### config.mk
export PLATFORM = sky130hd
export DESIGN_NAME = mrio_top
export DESIGN_NICKNAME = d
export VERILOG_FILES = /design/src/mrio_pkg.sv /design/src/mrio_debounce.sv /design/src/mrio_top.sv
export VERILOG_INCLUDE_DIRS = /design/src
export SDC_FILE = /design/constraint.sdc
export NUM_CORES = 2
export LEC_CHECK = 0
export BUFFER_PORTS_ARGS = -buffer_cell sky130_fd_sc_hd__buf_2
export CORE_ASPECT_RATIO = 1.25
export CORE_UTILIZATION = 55
export DETAILED_ROUTE_END_ITERATION = 10
export HOLD_SLACK_MARGIN = 0.06
export PLACE_DENSITY = 0.69
export SKIP_LAST_GASP = 1
export SLEW_MARGIN = 5
export SYNTH_ARGS = -nofsm -noshare
export SYNTH_HDL_FRONTEND = slang
export SYNTH_SLANG_ARGS = --single-unit
### constraint.sdc
create_clock -name clk -period 69.2 [get_ports clk]
set_input_delay 17.3 -clock clk [delete_from_list [all_inputs] [get_ports clk]]
set_output_delay 17.3 -clock clk [all_outputs]
set_load 0.005 [all_outputs]
### src/mrio_regs.svh
/*
 * constants of the motor relay i/o control block: register offsets, field
 * positions, reset values and timing counts.
 * assumes a 100 MHz clock and a plain strobe register port.
 */
`ifndef MRIO_REGS_SVH
`define MRIO_REGS_SVH

`define MRIO_CLK_MHZ 100
// register offsets (byte addresses, one word each)
`define MRIO_OFS_CTRL 8'h00
`define MRIO_OFS_ALARM_ASSIGN 8'h04
`define MRIO_OFS_ALARM_COND 8'h08
`define MRIO_OFS_TRIP_COND 8'h0c
`define MRIO_OFS_RTD_CFG 8'h10
`define MRIO_OFS_READINGS 8'h14
`define MRIO_OFS_STATUS 8'h18
`define MRIO_OFS_DAC 8'h1c
`define MRIO_OFS_THERMAL 8'h20
`define MRIO_OFS_STARTS 8'h24
`define MRIO_OFS_PANEL 8'h28
// control fields
`define MRIO_CTRL_TRIP_FS 0
`define MRIO_CTRL_ALARM_FS 1
`define MRIO_CTRL_AUX1_FS 2
`define MRIO_CTRL_ALARM_LATCH 3
`define MRIO_CTRL_AUX1_LATCH 4
`define MRIO_CTRL_SPECIAL_RESET 5
`define MRIO_CTRL_RTD_THERMAL 6
`define MRIO_CTRL_EXTENDED 7
`define MRIO_CTRL_AMBIENT_EN 8
`define MRIO_CTRL_DIFF_TRIP 9
`define MRIO_CTRL_DIFF_AUX1 10
`define MRIO_CTRL_SRC_LSB 12
`define MRIO_CTRL_RESET 32'h0000_0001
// panel register fields (write-one pulses)
`define MRIO_PANEL_RESET_KEY 0
`define MRIO_PANEL_TRIP 1
`define MRIO_PANEL_LOCKOUT_CLR 2
// analog output codes: 16-bit dac, 4 mA = 0x3333, 20 mA = 0xff5c, 20.2 mA = 0xffff
// span is full minus low, so the line meets the full-scale code exactly
`define MRIO_DAC_LOW 16'h3333
`define MRIO_DAC_SPAN 16'hcc29
`define MRIO_DAC_SAT 16'hffff
`define MRIO_DAC_FULL 16'hff5c
// full scale of each reading, in its own unit, then the most stator rtds
`define MRIO_FS_THERMAL 16'h0064
`define MRIO_FS_FLC 16'h0064
`define MRIO_FS_STATOR 16'h00c8
`define MRIO_FS_SECONDARY 16'h0064
`define MRIO_STATOR_MAX 6
// timing
`define MRIO_DEBOUNCE_MS 10
`define MRIO_DEBOUNCE_CYC (`MRIO_DEBOUNCE_MS * 1000 * `MRIO_CLK_MHZ)
`define MRIO_HOLD_S 11
`define MRIO_HOLD_CYC (`MRIO_HOLD_S * 1000000 * `MRIO_CLK_MHZ)

`endif

### src/mrio_pkg.sv
/*
 * types of the motor relay i/o control block.
 * assumes mrio_regs.svh for the numbers.
 */
package mrio_pkg;
   typedef enum logic [1:0] {
      MRIO_SRC_THERMAL,
      MRIO_SRC_FLC,
      MRIO_SRC_STATOR,
      MRIO_SRC_SECONDARY
   } mrio_src_e;

   // coil drive of the four output relays, high energises the coil
   typedef struct packed {
      logic trip;
      logic alarm;
      logic aux1;
      logic aux2;
   } mrio_coil_s;

   // debounced contact inputs
   typedef struct packed {
      logic restart;
      logic ext_reset;
      logic diff;
   } mrio_contact_s;
endpackage : mrio_pkg

### src/mrio_debounce.sv
/*
 * one contact debouncer with two-flop synchroniser.
 * assumes a raw pin from outside the clock domain.
 */
`timescale 1ns/1ps

module mrio_debounce #(
   parameter int COUNT = 1000000
) (
   input wire logic clk,
   input wire logic reset,
   input wire logic pin,
   output logic level
);
   logic sync1_reg;
   logic sync2_reg;
   logic [31:0] cnt_reg;
   wire differs = sync2_reg != level;
   wire settled = cnt_reg >= 32'(COUNT - 1);

   // two flops, the first read only by the second
   always_ff @(posedge clk)
   begin
      sync1_reg <= reset ? 1'b0 : pin;
      sync2_reg <= reset ? 1'b0 : sync1_reg;
   end

   // level changes only after the pin stays changed COUNT cycles
   always_ff @(posedge clk)
   begin
      if (reset || !differs)
      begin
         cnt_reg <= 32'h0;
         level <= reset ? 1'b0 : level;
      end
      else if (settled)
      begin
         cnt_reg <= 32'h0;
         level <= sync2_reg;
      end
      else
         cnt_reg <= cnt_reg + 32'h1;
   end
endmodule : mrio_debounce

### src/mrio_top.sv
/*
 * output relay and contact input control of a motor protection relay:
 * relay coil drive, rtd roles, emergency restart, external reset, analog
 * output scaling and differential contact input.
 * assumes contacts on pins, readings and conditions from the protection
 * firmware via the register port, a 100 MHz clock.
 */
// Notes on behaviour
// second auxiliary relay is always latched and fail-safe, not settable.
// any alarm combination may energise aux two, assigned like alarm relay.
// fail-safe relay coil drops out when activated or on power loss.
// factory: trip fail-safe, alarm and aux one non-fail-safe, aux two fail-safe.
// up to six rtds are stator; programmed count picks lowest inputs.
// highest rtd (eight basic, ten extended) may be ambient sensor.
// learn cooling times only with stator rtds, else preset values.
// restart closure clears thermal memory to zero percent.
// with rtd thermal input, clear only after closure held over 11 s.
// each restart closure decrements starts-per-hour count by one.
// no trip reset during lock-out; lock-out timing keeps running.
// external reset closure acts like the panel reset key.
// special reset: panel key leaves aux one, external reset clears it.
// external reset held closed resets whenever conditions allow.
// analog output from one selectable source, changeable any time.
// 4 mA at low scale, 20 mA at full scale.
// above full scale output saturates at 20.2 mA.
// linear scaling between low and full scale.
// differential closure at once activates its assigned relay.
// reset after differential trip only when contact open again.
// contact inputs debounced so one closure gives one event.
`timescale 1ns/1ps
`include "mrio_regs.svh"

module mrio_top #(
   parameter int DEBOUNCE_CYC = `MRIO_DEBOUNCE_CYC,
   parameter int HOLD_CYC = `MRIO_HOLD_CYC,
   parameter int RTD_BASIC = 8,
   parameter int RTD_EXT = 10
) (
   input wire logic clk,
   input wire logic reset,
   input wire logic [7:0] addr,
   input wire logic [31:0] wdata,
   input wire logic wr,
   input wire logic rd,
   output logic [31:0] rdata,
   input wire logic restart_pin,
   input wire logic ext_reset_pin,
   input wire logic diff_pin,
   output mrio_pkg::mrio_coil_s coil,
   output logic [15:0] dac_code,
   output logic [9:0] stator_mask,
   output logic [9:0] ambient_mask,
   output logic learn_cooling,
   output logic thermal_clear,
   output logic starts_dec
);
   ////////////////////////////////////////////////////////////////////////
   // contact inputs
   mrio_pkg::mrio_contact_s cin;
   logic restart_prev_reg;
   logic ext_prev_reg;

   mrio_debounce #(.COUNT(DEBOUNCE_CYC)) u_db_restart (
      .clk(clk),
      .reset(reset),
      .pin(restart_pin),
      .level(cin.restart)
   );
   mrio_debounce #(.COUNT(DEBOUNCE_CYC)) u_db_ext (
      .clk(clk),
      .reset(reset),
      .pin(ext_reset_pin),
      .level(cin.ext_reset)
   );
   mrio_debounce #(.COUNT(DEBOUNCE_CYC)) u_db_diff (
      .clk(clk),
      .reset(reset),
      .pin(diff_pin),
      .level(cin.diff)
   );

   // edge detection of debounced levels
   always_ff @(posedge clk)
   begin
      restart_prev_reg <= reset ? 1'b0 : cin.restart;
      ext_prev_reg <= reset ? 1'b0 : cin.ext_reset;
   end
   wire restart_rise = cin.restart && !restart_prev_reg;
   wire ext_rise = cin.ext_reset && !ext_prev_reg;

   ////////////////////////////////////////////////////////////////////////
   // registers written by software
   logic [31:0] ctrl_reg;
   logic [31:0] alarm_assign_reg;
   logic [31:0] alarm_cond_reg;
   logic [31:0] trip_cond_reg;
   logic [31:0] rtd_cfg_reg;
   logic [31:0] readings_reg;
   logic lockout_reg;

   wire wr_ctrl = wr && addr == `MRIO_OFS_CTRL;
   wire wr_assign = wr && addr == `MRIO_OFS_ALARM_ASSIGN;
   wire wr_acond = wr && addr == `MRIO_OFS_ALARM_COND;
   wire wr_tcond = wr && addr == `MRIO_OFS_TRIP_COND;
   wire wr_rtd = wr && addr == `MRIO_OFS_RTD_CFG;
   wire wr_read = wr && addr == `MRIO_OFS_READINGS;
   wire wr_panel = wr && addr == `MRIO_OFS_PANEL;
   wire key_press = wr_panel && wdata[`MRIO_PANEL_RESET_KEY];
   wire fw_trip = wr_panel && wdata[`MRIO_PANEL_TRIP];
   wire lock_clr = wr_panel && wdata[`MRIO_PANEL_LOCKOUT_CLR];

   // configuration; reset gives factory relay modes
   always_ff @(posedge clk)
   begin
      if (reset)
      begin
         ctrl_reg <= `MRIO_CTRL_RESET;
         alarm_assign_reg <= 32'h0;
         alarm_cond_reg <= 32'h0;
         trip_cond_reg <= 32'h0;
         rtd_cfg_reg <= 32'h0;
         readings_reg <= 32'h0;
      end
      else
      begin
         ctrl_reg <= wr_ctrl ? wdata : ctrl_reg;
         alarm_assign_reg <= wr_assign ? wdata : alarm_assign_reg;
         alarm_cond_reg <= wr_acond ? wdata : alarm_cond_reg;
         trip_cond_reg <= wr_tcond ? wdata : trip_cond_reg;
         rtd_cfg_reg <= wr_rtd ? wdata : rtd_cfg_reg;
         readings_reg <= wr_read ? wdata : readings_reg;
      end
   end

   // lock-out flag: set by firmware bit 16 of trip cond write, cleared on
   // timer expiry; timing lives in firmware so it survives power loss
   always_ff @(posedge clk)
   begin
      if (reset)
         lockout_reg <= 1'b0;
      else if (wr_tcond && wdata[16])
         lockout_reg <= 1'b1; // set wins over clear
      else if (lock_clr)
         lockout_reg <= 1'b0;
   end

   ////////////////////////////////////////////////////////////////////////
   // relay logic
   logic trip_act_reg;
   logic alarm_act_reg;
   logic aux1_act_reg;
   logic aux2_act_reg;
   logic diff_trip_reg;

   wire alarm_any = |alarm_cond_reg;
   wire aux2_req = |(alarm_cond_reg & alarm_assign_reg);
   wire trip_req = (|trip_cond_reg[15:0]) || fw_trip;
   wire diff_to_trip = cin.diff && ctrl_reg[`MRIO_CTRL_DIFF_TRIP];
   wire diff_to_aux1 = cin.diff && ctrl_reg[`MRIO_CTRL_DIFF_AUX1];
   // a reset request: key, external edge, or external held closed
   wire ext_req = ext_rise || cin.ext_reset;
   wire reset_ok = !lockout_reg && !cin.diff;
   wire do_reset = (key_press || ext_req) && reset_ok;
   wire aux1_reset = (ext_req || (key_press && !ctrl_reg[`MRIO_CTRL_SPECIAL_RESET]))
      && reset_ok;

   // trip latched until reset; differential activates without delay
   always_ff @(posedge clk)
   begin
      if (reset)
         trip_act_reg <= 1'b0;
      else
         trip_act_reg <= trip_req || diff_to_trip || (trip_act_reg && !do_reset);
   end

   always_ff @(posedge clk)
   begin
      if (reset)
         diff_trip_reg <= 1'b0;
      else
         diff_trip_reg <= cin.diff || (diff_trip_reg && !do_reset);
   end

   // alarm and aux one latch only when set so
   always_ff @(posedge clk)
   begin
      if (reset)
      begin
         alarm_act_reg <= 1'b0;
         aux1_act_reg <= 1'b0;
      end
      else
      begin
         alarm_act_reg <= alarm_any ||
            (ctrl_reg[`MRIO_CTRL_ALARM_LATCH] && alarm_act_reg && !do_reset);
         aux1_act_reg <= diff_to_aux1 ||
            (ctrl_reg[`MRIO_CTRL_AUX1_LATCH] && aux1_act_reg && !aux1_reset);
      end
   end

   // aux two is always latched, no control bit reaches it
   always_ff @(posedge clk)
   begin
      if (reset)
         aux2_act_reg <= 1'b0;
      else
         aux2_act_reg <= aux2_req || (aux2_act_reg && !do_reset);
   end

   // coil drive: fail-safe coils sit energised and drop on activation, so
   // loss of power gives the same contact state
   always_ff @(posedge clk)
   begin
      if (reset)
         coil <= '0;
      else
      begin
         coil.trip <= trip_act_reg ^ ctrl_reg[`MRIO_CTRL_TRIP_FS];
         coil.alarm <= alarm_act_reg ^ ctrl_reg[`MRIO_CTRL_ALARM_FS];
         coil.aux1 <= aux1_act_reg ^ ctrl_reg[`MRIO_CTRL_AUX1_FS];
         coil.aux2 <= !aux2_act_reg;
      end
   end

   ////////////////////////////////////////////////////////////////////////
   // rtd roles
   wire [2:0] stator_cnt_raw = rtd_cfg_reg[2:0];
   wire [2:0] stator_cnt = (stator_cnt_raw > 3'(`MRIO_STATOR_MAX))
      ? 3'(`MRIO_STATOR_MAX) : stator_cnt_raw;
   wire [9:0] stator_sel = 10'((11'h1 << stator_cnt) - 11'h1);
   wire [3:0] ambient_idx = ctrl_reg[`MRIO_CTRL_EXTENDED]
      ? 4'(RTD_EXT - 1) : 4'(RTD_BASIC - 1);
   wire [9:0] ambient_sel = ctrl_reg[`MRIO_CTRL_AMBIENT_EN]
      ? 10'(11'h1 << ambient_idx) : 10'h0;

   always_ff @(posedge clk)
   begin
      if (reset)
      begin
         stator_mask <= 10'h0;
         ambient_mask <= 10'h0;
         learn_cooling <= 1'b0;
      end
      else
      begin
         stator_mask <= stator_sel & ~ambient_sel;
         ambient_mask <= ambient_sel;
         learn_cooling <= stator_cnt != 3'h0;
      end
   end

   ////////////////////////////////////////////////////////////////////////
   // emergency restart
   logic [31:0] hold_cnt_reg;
   logic hold_done_reg;
   wire hold_expired = hold_cnt_reg >= 32'(HOLD_CYC - 1);
   wire rtd_thermal = ctrl_reg[`MRIO_CTRL_RTD_THERMAL];

   // hold timer only used when rtd input feeds thermal memory
   always_ff @(posedge clk)
   begin
      if (reset || !cin.restart)
      begin
         hold_cnt_reg <= 32'h0;
         hold_done_reg <= 1'b0;
      end
      else if (!hold_done_reg)
      begin
         hold_cnt_reg <= hold_cnt_reg + 32'h1;
         hold_done_reg <= hold_expired;
      end
   end
   wire hold_fire = cin.restart && !hold_done_reg && hold_expired;

   // one pulse each for thermal clear and starts decrement
   always_ff @(posedge clk)
   begin
      if (reset)
      begin
         thermal_clear <= 1'b0;
         starts_dec <= 1'b0;
      end
      else
      begin
         thermal_clear <= rtd_thermal ? hold_fire : restart_rise;
         starts_dec <= restart_rise;
      end
   end

   ////////////////////////////////////////////////////////////////////////
   // analog output
   function automatic logic [15:0] mrio_scale(input logic [15:0] val,
                                              input logic [15:0] fs);
      logic [31:0] prod;
      prod = 32'(val) * 32'(`MRIO_DAC_SPAN);
      if (val > fs)
         mrio_scale = `MRIO_DAC_SAT;
      else if (val == fs)
         mrio_scale = `MRIO_DAC_FULL;
      else
         mrio_scale = 16'(`MRIO_DAC_LOW + 16'(prod / 32'(fs)));
   endfunction : mrio_scale

   mrio_pkg::mrio_src_e src;
   assign src = mrio_pkg::mrio_src_e'(ctrl_reg[`MRIO_CTRL_SRC_LSB +: 2]);
   wire [15:0] rd_lo = readings_reg[15:0];
   wire [15:0] rd_hi = readings_reg[31:16];
   logic [15:0] dac_next;

   // readings: low half thermal or stator, high half flc or secondary
   always_comb
   begin
      unique case (src)
         mrio_pkg::MRIO_SRC_THERMAL: dac_next = mrio_scale(rd_lo, `MRIO_FS_THERMAL);
         mrio_pkg::MRIO_SRC_FLC: dac_next = mrio_scale(rd_hi, `MRIO_FS_FLC);
         mrio_pkg::MRIO_SRC_STATOR: dac_next = mrio_scale(rd_lo, `MRIO_FS_STATOR);
         mrio_pkg::MRIO_SRC_SECONDARY: dac_next = mrio_scale(rd_hi, `MRIO_FS_SECONDARY);
      endcase
   end

   always_ff @(posedge clk)
   begin
      dac_code <= reset ? `MRIO_DAC_LOW : dac_next;
   end

   ////////////////////////////////////////////////////////////////////////
   // register read
   wire [31:0] status_word = {21'h0, diff_trip_reg, lockout_reg,
      cin.restart, cin.ext_reset, cin.diff, trip_act_reg, alarm_act_reg,
      aux1_act_reg, aux2_act_reg, learn_cooling, 1'b0};
   logic [31:0] rd_mux;

   always_comb
   begin
      unique case (addr)
         `MRIO_OFS_CTRL: rd_mux = ctrl_reg;
         `MRIO_OFS_ALARM_ASSIGN: rd_mux = alarm_assign_reg;
         `MRIO_OFS_ALARM_COND: rd_mux = alarm_cond_reg;
         `MRIO_OFS_TRIP_COND: rd_mux = trip_cond_reg;
         `MRIO_OFS_RTD_CFG: rd_mux = rtd_cfg_reg;
         `MRIO_OFS_READINGS: rd_mux = readings_reg;
         `MRIO_OFS_STATUS: rd_mux = status_word;
         `MRIO_OFS_DAC: rd_mux = {16'h0, dac_code};
         default: rd_mux = 32'h0;
      endcase
   end

   always_ff @(posedge clk)
   begin
      rdata <= (reset || !rd) ? 32'h0 : rd_mux;
   end
endmodule : mrio_top

==> results.md <==
* Io pins at approximately 120
* Layout cells sized above 1 at 0.0979
* Site Rows at 108
* # Post-CTS Setup Buffers at 0
* Die ar. at roughly 70000 um2
* Netlist cell types at roughly 170
* Syn Area/Cell at between 7 and 8 um2
* Final period utilization at 0.402
* Worst Path Max Fanout at 15
* Vias per cell at 6.26
* Synth area leader: dfxtp_1
* Post-Place Cells at 5839
* Die X at approximately 240 um
* RSZ-0062 raised after global routing: false
* CTS tree: yes
* Fillers at 6478
* GR Util All Layers at 0.307
* Layout Cells excl Fill at slightly below 6k
* Post-CTS sizing at 0
* Slew Viols, Final at 0
* Max cap viols at 0
* Status: complete, no violations
* CP Capture Type: flop
* Cell with the largest stage delay on the worst path: a21boi_1
* Largest net degree at the start of global routing at 85
* Flops & latches, synth at ~400
* Area contributors post-synth: dfxtp_1 21%, ha_1 10%, nand2_1 6.8%, a21oi_1 5.6%, fa_1 5.2%
* Post-route ant nets at 0
* Drt pass-1 iters at 9
* Endpoints failing setup at 0
* Hold buffers post-CTS at 0
* Final Hold Fails at 0
* WP data required at about 70 ns
* Number of global-route vias before repair at 35.0k
* Total gr overflow at 0
* Skew-Pair Late Insertion Delay at around 0.54 ns
* Root buffer cell: clkbuf_16
* Clock skew at roughly 0.016 ns
* Max_slew headroom at 0.173
* Layout Nets at approximately 5.4k
* Crit Path Class: reg2reg
* Top FF cell, synth: dfxtp_1
* Maximum clock path buffer count at 3
* Die height at between 200 and 300 um
* Share of the synthesized area in the top cell type at 0.206
* Critical Path Most Common Cell: nor2_1
* Register area share after synthesis at 0.208
* Hold Path Class: reg2reg
* Num CTS Buffers at 39
* Min Tclk post-route at between 20 and 30 ns
* Iter 0 DRT Violations at roughly 3.0k
* RePlAce Congestion at about 0.96
* Wire length per cell at about 19 um
* Post-synth EDFFs at 3
* Post-DP HPWL at ~86000 um
* Worst Setup Start Kind: flop
* CORE AREA at 69600 um2
* Final setup TNS at 0 ns
* Starting Density at 0.557
* WP data arrival at between 20 and 30 ns
* Slowest stage delay, CP at around 0.97 ns
* H-Tree Depth at 2
* CTS Sinks at ~400
* Async set-reset flop share out of synthesis at 0
* Post-Syn Area at between 30000 and 40000 um2
* # DRC at 0
* Layout area overhead at 6.48%
* Slew @ Worst Pin at between 1 and 1.5 ns
* Antenna violations before repair at 5
* First-pass GRT wire length at about 180000 um
* Vias at about 37k
* Max Clock Freq at 36.0 MHz
* Ys Warns at 0
* Register Area at about 8100 um2
* Input/output buffers at about 110
* Area of the multi-input gates at between 20000 and 30000 um2
* Syn Inst Count at around 4.9k
* Clk slew on worst S/H paths at roughly 0.08 ns
* Total Wirelength at between 100000 and 150000 um
-- path summary, 6_finish.rpt --
path                     from  slack, ns            to  cells after the start
min reg2reg  restart_prev_reg       0.41    starts_dec                      1
max reg2reg  readings_reg[18]      41.41  dac_code[14]                     86
min          restart_prev_reg       0.41    starts_dec                      1
max          readings_reg[18]      41.41  dac_code[14]                     86
-- per-layer routing --
layer / up-vias / global-route usage / share of wire
li1: 17900 / - / -
met1: 17600 / 0.385 / 0.42
met2: 1249 / 0.541 / 0.49
met3: 270 / 0.0296 / 0.055
met4: 2 / 0.113 / 0.039
met5: - / 0 / 0.000098
-- area by class of cell --
cell class | count | area share
Multi-Input combinational cell | 4044 | 0.695
Sequential cell | 402 | 0.196
Tap cell | 935 | 0.0283
Inverter | 306 | 0.0278
Clock buffer | 53 | 0.0276
Timing Repair Buffer | 152 | 0.0210
Clock inverter | 16 | 0.00473
Antenna cell | 4 | 0.000243
-- kinds of logic after synthesis --
logic type / Yosys count / share of synthesized area
compound gates: 1437 / 0.270
xor+xnor: 296 / 0.0700
buf+inv: 522 / 0.0572
mux: 79 / 0.0219
fa+ha+maj: 428 / 0.157
other cells: 1 / 0.0000967
simple gates: 1756 / 0.216
flops: 402 / 0.208
-- metrics by stage --
| step | hold WS [ns] | area [um2] | utilization | setup slack, ns |
|---|---|---|---|---|
| 6_report | 0.413 | 41300 | 0.593 | 41.41 |
| 2_1_floorplan | 0.394 | 38900 | - | 47.04 |
| 5_1_grt | 0.449 | 41300 | 0.593 | 39.57 |
| 3_3_place_gp | 0.413 | 39900 | 0.574 | 41.85 |
| 4_1_cts | 0.414 | 41300 | 0.593 | 41.74 |
| 3_5_place_dp | 0.403 | 39900 | 0.574 | 41.80 |
-- critical path: cells and delay by family, from the launching register on --
| kind | cells | cell delay, ns |
|---|---|---|
| compound gates | 36 | 12.21 |
| flops | 1 | 0.54 |
| fa+ha+maj | 10 | 4.24 |
| mux | 5 | 1.81 |
| xor+xnor | 6 | 2.69 |
| simple gates | 23 | 5.49 |
| buf+inv | 6 | 0.64 |
-- Yosys cell counts, types with 19 or more instances --
cell type,count
mux2i_1,53
a21o_1,39
or3_1,39
nor2b_1,27
o31ai_1,19
dfxtp_1,399
nand2b_1,23
inv_1,303
o211ai_1,50
o21ai_0,144
a222oi_1,22
o221ai_1,25
and3_1,45
and2_1,35
buf_4,42
a221oi_1,26
o22ai_1,35
o21ai_1,48
clkbuf_1,124
nor4_1,57
o21a_1,33
buf_2,34
fa_1,101
o2111ai_1,20
nand4_1,59
xor2_1,109
nand2_1,702
a22oi_1,50
a211oi_1,41
ha_1,313
xnor2_1,175
a21oi_1,435
nor3_1,90
nor2_1,357
nand3_1,156
a31oi_1,65
-- placed cells by master, fill, tap and decap left out, types with 20 or more instances in the layout --
cell type / n
buf_2: 111
a22oi_1: 50
nand2b_1: 23
conb_1: 48
clkbuf_16: 39
nor2b_1: 27
a31oi_1: 65
a21oi_1: 435
xnor2_1: 175
nand2_1: 702
o21ai_1: 50
o221ai_1: 25
buf_4: 40
o21a_1: 33
nor4_1: 55
inv_1: 303
a21o_1: 39
nand4_1: 59
dfxtp_1: 399
ha_1: 313
fa_1: 101
nor2_1: 353
o2111ai_1: 20
o211ai_1: 50
a211oi_1: 41
o22ai_1: 35
nor3_1: 90
mux2i_1: 53
o21ai_0: 142
nand3_1: 156
a222oi_1: 22
and3_1: 45
a221oi_1: 26
or3_1: 39
xor2_1: 109
and2_1: 35
Power is left out: the tool's default activity adds up to more than one toggle a clock period on the data nets, which glitch-free logic cannot reach.
